--- config.mk ---
export PLATFORM = sky130hd
export DESIGN_NAME = mtls_microstep_table_and_load_samples
export DESIGN_NICKNAME = d
export VERILOG_FILES = /design/src/verilog/mtls_pkg.sv /design/src/verilog/mtls_microstep_table_and_load_samples.sv
export VERILOG_INCLUDE_DIRS = /design/src /design/src/verilog
export SDC_FILE = /design/constraint.sdc
export NUM_CORES = 1
export LEC_CHECK = 0
export ABC_AREA = 1
export BUFFER_PORTS_ARGS = -buffer_cell sky130_fd_sc_hd__buf_2
export CAP_MARGIN = 10
export CORE_MARGIN = 5
export CORE_UTILIZATION = 53
export DETAILED_ROUTE_END_ITERATION = 8
export GPL_TIMING_DRIVEN = 0
export MAX_ROUTING_LAYER = met4
export PLACE_DENSITY = 0.74
export SYNTH_ARGS = -nofsm -noshare
export SYNTH_HDL_FRONTEND = slang
export SYNTH_SLANG_ARGS = --single-unit
--- constraint.sdc ---
create_clock -name core_clk -period 1.31 [get_ports core_clk]
set_input_delay 0.0655 -clock core_clk [delete_from_list [all_inputs] [get_ports core_clk]]
set_output_delay 0.0655 -clock core_clk [all_outputs]
set_load 0.01 [all_outputs]
--- src/verilog/mtls_map.svh ---
`ifndef MTLS_MAP_SVH
`define MTLS_MAP_SVH

// register indices on the serial register interface (7-bit address)
`define MTLS_ADDR_LOAD_HIST 7'h41
`define MTLS_ADDR_WAVE_0 7'h80
`define MTLS_ADDR_WAVE_1 7'h81
`define MTLS_ADDR_WAVE_2 7'h82

// reset contents: sine-wave quarter table, first three words
`define MTLS_RST_WAVE_0 32'hAAAAB554
`define MTLS_RST_WAVE_1 32'h4A9554AA
`define MTLS_RST_WAVE_2 32'h24492929
`define MTLS_RST_LOAD_HIST 32'h00000000
`define MTLS_RST_BYTE 8'h00
`define MTLS_RST_STEP 3'h0

// load-history byte lanes
`define MTLS_HIST_NEWEST 7:0
`define MTLS_HIST_FIRST 15:8
`define MTLS_HIST_SECOND 23:16
`define MTLS_HIST_THIRD 31:24

// table entry index split: word select and bit select
`define MTLS_IDX_WORD 6:5
`define MTLS_IDX_BIT 4:0
`define MTLS_WORD_0 2'h0
`define MTLS_WORD_1 2'h1
`define MTLS_WORD_2 2'h2
`define MTLS_WORD_3 2'h3

// slope select codes
`define MTLS_SLOPE_00 2'h0
`define MTLS_SLOPE_01 2'h1
`define MTLS_SLOPE_10 2'h2
`define MTLS_SLOPE_11 2'h3

// signed step values, 3-bit two's complement
`define MTLS_STEP_M1 3'h7
`define MTLS_STEP_0 3'h0
`define MTLS_STEP_P1 3'h1
`define MTLS_STEP_P2 3'h2
`define MTLS_STEP_P3 3'h3

`define MTLS_ZERO_WORD 32'h00000000

`endif

--- src/verilog/mtls_pkg.sv ---
`default_nettype none
package mtls_pkg;

	// one register access as handed over by the serial interface decoder
	typedef struct packed {
		logic wrEn; // write strobe, one cycle
		logic rdEn; // read strobe, one cycle
		logic [6:0] addr; // register index
		logic [31:0] wdata; // write data
	} mtls_reg_req_t;

	// one lookup from the indexer
	typedef struct packed {
		logic req; // lookup strobe, one cycle
		logic [6:0] entry; // entry x, step goes to x+1
		logic [1:0] slope; // slope select of the segment holding x
	} mtls_lookup_t;

endpackage : mtls_pkg
`default_nettype wire
--- src/verilog/mtls_microstep_table_and_load_samples.sv ---
// Functional notes
// - top byte shows third stored filter sample
// - byte 23:16 shows second stored sample
// - byte 15:8 shows first stored sample
// - low byte shows latest load measurement
// - table bits code entry-to-entry differences
// - bit zero with slope 00 means minus one
// - other slope codes give listed steps
// - table covers quarter wave, starts elsewhere
// - filter enable bit switches sample history
// - one new measurement per full step
`timescale 1ns/1ns
`default_nettype none
`include "mtls_map.svh"

module mtls_microstep_table_and_load_samples
	import mtls_pkg::*;
(
	input wire logic core_clk,
	input wire logic arst_n,
	// register access from the serial interface decoder
	input wire mtls_reg_req_t regReq,
	output logic [31:0] regRdData,
	output logic regRdValid,
	// load measurement side
	input wire logic loadFilterEnable,
	input wire logic fullStepStrobe,
	input wire logic [7:0] loadMeasurementValue,
	// indexer lookup side
	input wire mtls_lookup_t lookup,
	output logic [2:0] stepDelta,
	output logic stepValid,
	output logic stepInRange
);

	////////////////////////////////////////////////////////////////////
	// storage

	logic [31:0] waveTableWord0_reg; // quarter-wave entries 0..31
	logic [31:0] waveTableWord1_reg; // entries 32..63
	logic [31:0] waveTableWord2_reg; // entries 64..95
	logic [7:0] loadSampleNewest_reg; // latest measurement
	logic [7:0] loadSampleFirst_reg; // filter input 1
	logic [7:0] loadSampleSecond_reg; // filter input 2
	logic [7:0] loadSampleThird_reg; // filter input 3
	logic [31:0] loadSampleHistory; // assembled read view
	logic [31:0] regRdData_next; // read mux result
	logic tableBit; // selected difference bit
	logic [1:0] lookupWord; // word select of entry
	logic [2:0] stepDelta_next; // decoded step
	logic stepInRange_next; // entry held in words 0..2

	////////////////////////////////////////////////////////////////////
	// table words: plain read/write storage with sine reset contents

	// no write mask: software always writes whole 32-bit words
	// a write of an unmapped or read-only index changes nothing here

	// word 0 write; the indexer sees it on the very next lookup
	always_ff @(posedge core_clk or negedge arst_n) begin
		if (!arst_n) begin
			waveTableWord0_reg <= `MTLS_RST_WAVE_0;
		end else if (regReq.wrEn && regReq.addr == `MTLS_ADDR_WAVE_0) begin
			waveTableWord0_reg <= regReq.wdata;
		end
	end

	// word 1 write
	always_ff @(posedge core_clk or negedge arst_n) begin
		if (!arst_n) begin
			waveTableWord1_reg <= `MTLS_RST_WAVE_1;
		end else if (regReq.wrEn && regReq.addr == `MTLS_ADDR_WAVE_1) begin
			waveTableWord1_reg <= regReq.wdata;
		end
	end

	// word 2 write
	always_ff @(posedge core_clk or negedge arst_n) begin
		if (!arst_n) begin
			waveTableWord2_reg <= `MTLS_RST_WAVE_2;
		end else if (regReq.wrEn && regReq.addr == `MTLS_ADDR_WAVE_2) begin
			waveTableWord2_reg <= regReq.wdata;
		end
	end

	////////////////////////////////////////////////////////////////////
	// load sample history

	// newest byte follows every full-step measurement, filter or not;
	// it is the plain measurement read-out, so it is never gated by
	// the filter enable, only the three older bytes are
	always_ff @(posedge core_clk or negedge arst_n) begin
		if (!arst_n) begin
			loadSampleNewest_reg <= `MTLS_RST_BYTE;
		end else if (fullStepStrobe) begin
			loadSampleNewest_reg <= loadMeasurementValue;
		end
	end

	// older samples shift only while filtering; cleared when off so
	// a re-enabled filter never averages stale samples from before
	always_ff @(posedge core_clk or negedge arst_n) begin
		if (!arst_n) begin
			loadSampleFirst_reg <= `MTLS_RST_BYTE;
			loadSampleSecond_reg <= `MTLS_RST_BYTE;
			loadSampleThird_reg <= `MTLS_RST_BYTE;
		end else if (!loadFilterEnable) begin
			// filter off: history bytes read as zero
			loadSampleFirst_reg <= `MTLS_RST_BYTE;
			loadSampleSecond_reg <= `MTLS_RST_BYTE;
			loadSampleThird_reg <= `MTLS_RST_BYTE;
		end else if (fullStepStrobe) begin
			// filter on: age each sample by one full step
			loadSampleFirst_reg <= loadSampleNewest_reg;
			loadSampleSecond_reg <= loadSampleFirst_reg;
			loadSampleThird_reg <= loadSampleSecond_reg;
		end
	end

	// byte placement of the read-only history word
	always_comb begin
		loadSampleHistory = `MTLS_RST_LOAD_HIST;
		loadSampleHistory[`MTLS_HIST_THIRD] = loadSampleThird_reg;
		loadSampleHistory[`MTLS_HIST_SECOND] = loadSampleSecond_reg;
		loadSampleHistory[`MTLS_HIST_FIRST] = loadSampleFirst_reg;
		loadSampleHistory[`MTLS_HIST_NEWEST] = loadSampleNewest_reg;
	end

	////////////////////////////////////////////////////////////////////
	// register read path

	// a write and a read of one index in the same cycle: the read sees
	// the old word, since the mux looks at the flops before the edge
	// that stores the new one

	// read mux; unmapped indices answer zero
	always_comb begin
		case (regReq.addr)
			`MTLS_ADDR_LOAD_HIST: regRdData_next = loadSampleHistory;
			`MTLS_ADDR_WAVE_0: regRdData_next = waveTableWord0_reg;
			`MTLS_ADDR_WAVE_1: regRdData_next = waveTableWord1_reg;
			`MTLS_ADDR_WAVE_2: regRdData_next = waveTableWord2_reg;
			default: regRdData_next = `MTLS_ZERO_WORD;
		endcase
	end

	// read data held until the next read strobe
	always_ff @(posedge core_clk or negedge arst_n) begin
		if (!arst_n) begin
			regRdData <= `MTLS_ZERO_WORD;
		end else if (regReq.rdEn) begin
			regRdData <= regRdData_next;
		end
	end

	// read valid: one-cycle pulse after the strobe; it tells a fresh
	// answer apart from the held data of an older read
	always_ff @(posedge core_clk or negedge arst_n) begin
		if (!arst_n) begin
			regRdValid <= 1'h0;
		end else begin
			regRdValid <= regReq.rdEn;
		end
	end

	////////////////////////////////////////////////////////////////////
	// differential decode for the indexer; only the quarter wave is
	// coded, start values and mirroring live in the indexer

	assign lookupWord = lookup.entry[`MTLS_IDX_WORD];

	// entries of word 3 and up are held outside this block
	assign stepInRange_next = (lookupWord != `MTLS_WORD_3);

	// pick the difference bit of entry x
	always_comb begin
		case (lookupWord)
			`MTLS_WORD_0: tableBit = waveTableWord0_reg[lookup.entry[`MTLS_IDX_BIT]];
			`MTLS_WORD_1: tableBit = waveTableWord1_reg[lookup.entry[`MTLS_IDX_BIT]];
			`MTLS_WORD_2: tableBit = waveTableWord2_reg[lookup.entry[`MTLS_IDX_BIT]];
			// words past 2 decode as a zero bit; the range flag tells
			// the indexer to drop that answer
			default: tableBit = 1'h0; // word held outside this block
		endcase
	end

	// bit plus slope select gives the step from x to x+1
	always_comb begin
		case ({tableBit, lookup.slope})
			{1'h0, `MTLS_SLOPE_00}: stepDelta_next = `MTLS_STEP_M1;
			{1'h0, `MTLS_SLOPE_01}: stepDelta_next = `MTLS_STEP_0;
			{1'h0, `MTLS_SLOPE_10}: stepDelta_next = `MTLS_STEP_P1;
			{1'h0, `MTLS_SLOPE_11}: stepDelta_next = `MTLS_STEP_P2;
			{1'h1, `MTLS_SLOPE_00}: stepDelta_next = `MTLS_STEP_0;
			{1'h1, `MTLS_SLOPE_01}: stepDelta_next = `MTLS_STEP_P1;
			{1'h1, `MTLS_SLOPE_10}: stepDelta_next = `MTLS_STEP_P2;
			{1'h1, `MTLS_SLOPE_11}: stepDelta_next = `MTLS_STEP_P3;
			default: stepDelta_next = `MTLS_STEP_0;
		endcase
	end

	// registered step answer, held until the next lookup; a lookup in
	// the same cycle as a write of its word decodes the old bit, the
	// new bit applies from the next lookup onward
	always_ff @(posedge core_clk or negedge arst_n) begin
		if (!arst_n) begin
			stepDelta <= `MTLS_RST_STEP;
			stepInRange <= 1'h0;
		end else if (lookup.req) begin
			stepDelta <= stepDelta_next;
			stepInRange <= stepInRange_next;
		end
	end

	// step valid: one-cycle pulse after each lookup strobe; kept apart
	// from the held delta so the indexer can spot a fresh answer
	always_ff @(posedge core_clk or negedge arst_n) begin
		if (!arst_n) begin
			stepValid <= 1'h0;
		end else begin
			stepValid <= lookup.req;
		end
	end

endmodule : mtls_microstep_table_and_load_samples
`default_nettype wire

==> run summary <==
status -> finished with violations
failing checks -> negative hold slack, negative setup slack
maximum root-to-sink buffer count -> 2
Max IR drop VDD -> 0.00132 V
Max-slew headroom -> 0.485
post-synthesis area per instance -> 7.90 um^2
largest net degree at the start of global routing -> 130
DRT iter0 DRCs -> 910
CTS tree -> done
min-delay worst type -> primary input to flip-flop
Rows -> 44
fmax -> 622 MHz
GPL Wtd Cong -> 0.979
Mapped Area -> 0.00797 mm^2
Final Hold Fails -> 1
routed via count -> 7,904
count of pins over their slew limit -> 0
most numerous cell in the Yosys netlist -> nand2_1
sequential-to-total area share from yosys stat -> 0.527
setup_tns -> -0.876 ns
Reg2Reg Depth -> 11
post-synth top area cell -> dfrtp_1
Num Clock Sinks -> 166
area added between synthesis and finish -> 31.2%
post-DP HPWL -> 16,900 um
antenna violations before repair -> 0
Port Buffer Count -> 97
Worst Tran Pin Value -> 0.772 ns
cell internal pwr -> 9.28 mW
Die ar. -> 0.0176 mm^2
Final min period -> 1.61 ns
Final nets -> 1,266
Startpoint Class -> flip-flop
count of cell types in the netlist -> 25
Hold Startpoint -> lookup[0]
Crit Path Max Fanout -> 3
via-per-instance ratio -> 5.65
RSZ-0062 raised after global routing -> yes
die width -> 133 um
Ports -> 101
post-route total power -> 12.4 mW
Commonest cells post-synth -> nand2_1, dfrtp_1, o21ai_0
number of global-route vias before repair -> 7,618
Clock Latency Late Sink -> 0.44 ns
most common flop cell mapped by yosys -> dfrtp_1
synth top area cells -> dfrtp_1, nand2_1, dfstp_2
Async SR Flop Fraction -> 1.00
Sequential Power Share -> 0.466
die height -> 133 um
post-detailed-routing wire length -> 25,900 um
Comb power frac -> 0.118
r2r setup slk -> -0.30 ns
CORE AREA -> 0.0146 mm^2
Global Route Usage Sum -> 0.300
number of synthesized flops with an enable pin -> 0
Yosys warnings -> 0
clock slew at reported path FFs -> 0.06 ns
leakage -> 4.97 nW
Mapped Cells -> 1,009
share of cells above drive strength 1 -> 0.250
DP Worst Slack -> -0.636 ns
placed instance area -> 0.00874 mm^2
CTS HTree Levels -> 4
DRT antenna net count -> 0
global-route wire length before repair -> 40,400 um
TritonCTS buffer count -> 17
Layout fillers -> 1,145
Fin Hold WS -> -0.0139 ns
drt pass-1 iters -> 5
Setup-failing EPs final -> 5
WL/cell -> 18.5 um
Worst Skew -> 0.00861 ns
Period Utilization, post-route -> 1.23
clock network power share -> 0.416
Finished Cell Area -> 0.0105 mm^2
# diodes -> 0
Max-Cap Viols -> 0
r2r startpoint -> waveTableWord2_reg[11]$_DFFE_PN1P_
CP required -> 1.63 ns
drc violations -> 0
#FFs+latches synth -> 166
sw power -> 3.16 mW
Worst EP arrival -> 1.93 ns
P per Cell Area -> 1190 mW/mm^2
Mapped Nets -> 1,074
Net Sw Frac -> 0.254
gr ovfl total -> 0
critical path class -> flip-flop to flip-flop
WHS Path Cells -> 5
crit end category -> flip-flop
worst setup margin -> -0.297 ns
worst hold endpoint -> stepDelta[0]$_DFFE_PN0P_
end of the worst register-to-register path -> stepDelta[1]$_DFFE_PN0P_
Yosys top cell area share -> 0.392
clk root buf -> clkbuf_16
Initial Util -> 0.544
-- worst max-delay path: stages, from the launching register on --
cell	delay (ns)
dfstp_2	0.54
nand2_1	0.06
nand3_1	0.12
nand3_2	0.11
nand2_1	0.11
nand2_1	0.06
nand3_2	0.10
nand3_4	0.10
nand3_4	0.11
nand2_2	0.07
nand3_2	0.06
nand2_1	0.05
-- layer usage --
| metal | vias up | part of all wire | routed length [um] | global-route usage |
|---|---|---|---|---|
| met5 | - | 0 | 0 | - |
| met4 | 0 | 0.031 | 811 | 0.117 |
| met3 | 75 | 0.082 | 2120 | 0.0642 |
| met2 | 402 | 0.48 | 12400 | 0.467 |
| met1 | 3765 | 0.41 | 10600 | 0.388 |
| li1 | 3662 | - | - | - |
-- cell type report --
type	instances	area, um^2	share of cell area
flip-flops and latches	166	4210	0.402
multi-input cells	678	3490	0.334
repair buffers	173	1200	0.115
clock buffers	26	529	0.0506
inverters	107	402	0.0384
plain buffers	58	309	0.0295
well taps	184	230	0.0220
clock inverters	6	87.6	0.00837
-- worst max-delay path by stage --
stage / cells after the start / to / slack, ns / from
2_1_floorplan: 11 / stepDelta[0]$_DFFE_PN0P_ / -0.02 / waveTableWord0_reg[10]$_DFFE_PN1P_
3_3_place_gp: 1 / regRdData[24]$_DFFE_PN0P_ / -2.30 / arst_n
3_5_place_dp: 11 / regRdData[16]$_DFFE_PN0P_ / -0.64 / regReq[37]
4_1_cts: 11 / stepDelta[1]$_DFFE_PN0P_ / -0.21 / waveTableWord0_reg[23]$_DFFE_PN1P_
5_1_grt: 11 / stepDelta[1]$_DFFE_PN0P_ / -0.33 / waveTableWord2_reg[11]$_DFFE_PN1P_
6_report: 11 / stepDelta[1]$_DFFE_PN0P_ / -0.30 / waveTableWord2_reg[11]$_DFFE_PN1P_
-- power by group through the flow --
stage / Sequential, mW / Combinational (mW) / Clock [mW]
after floorplan: 5.78 / 0.666 / 0
after global placement: 5.84 / 1.08 / 0
after detailed placement: 5.85 / 1.12 / 0
after CTS: 5.77 / 1.33 / 5.18
after global routing: 5.82 / 1.64 / 5.42
final: 5.79 / 1.47 / 5.18
-- per-stage QoR --
| stage | cells | util | hold slack (ns) |
|---|---|---|---|
| after floorplan | 1009 | - | -0.230 |
| after global placement | 1290 | 0.594 | 0.262 |
| after detailed placement | 1291 | 0.597 | -0.0424 |
| after CTS | 1385 | 0.688 | -0.180 |
| after global routing | 1398 | 0.714 | 0.0203 |
| final | 1398 | 0.714 | -0.0139 |
-- cell families (layout without fill, tap and decap cells) --
logic type,after synthesis,in the layout,share of synthesized area
compound gates,187,187,0.135
fa+ha+maj,2,2,0.00314
buf+inv,165,370,0.0847
flops,166,166,0.527
simple gates,489,489,0.250
-- timing repair --
action,4_1_cts,5_1_grt
setup endpoints to repair,42,104
hold endpoints to repair,204,3
gates resized for setup,28,80
pin swaps,27,33
buffers inserted,17,12
hold buffers,45,1
-- layout by cell type (no fill, tap or decap), types with 4 or more instances in the layout --
cell type        n
clkbuf_8         7
nand2_1        341
o22ai_1         16
nand3_4          5
buf_6            4
a221oi_1         5
a221oi_2        13
inv_1          103
clkbuf_1        19
dlygate4sd3_1   46
o21ai_0        109
o2111ai_1        8
clkbuf_16       17
dfrtp_1        125
buf_4           35
nor2_1          33
o21ai_1         29
a221oi_4         6
nand2_2         15
nand3_1         66
nand3_2         22
clkbuf_2         7
dfstp_2         41
buf_2          114
No activity file was read; power rests on OpenSTA's default activity.
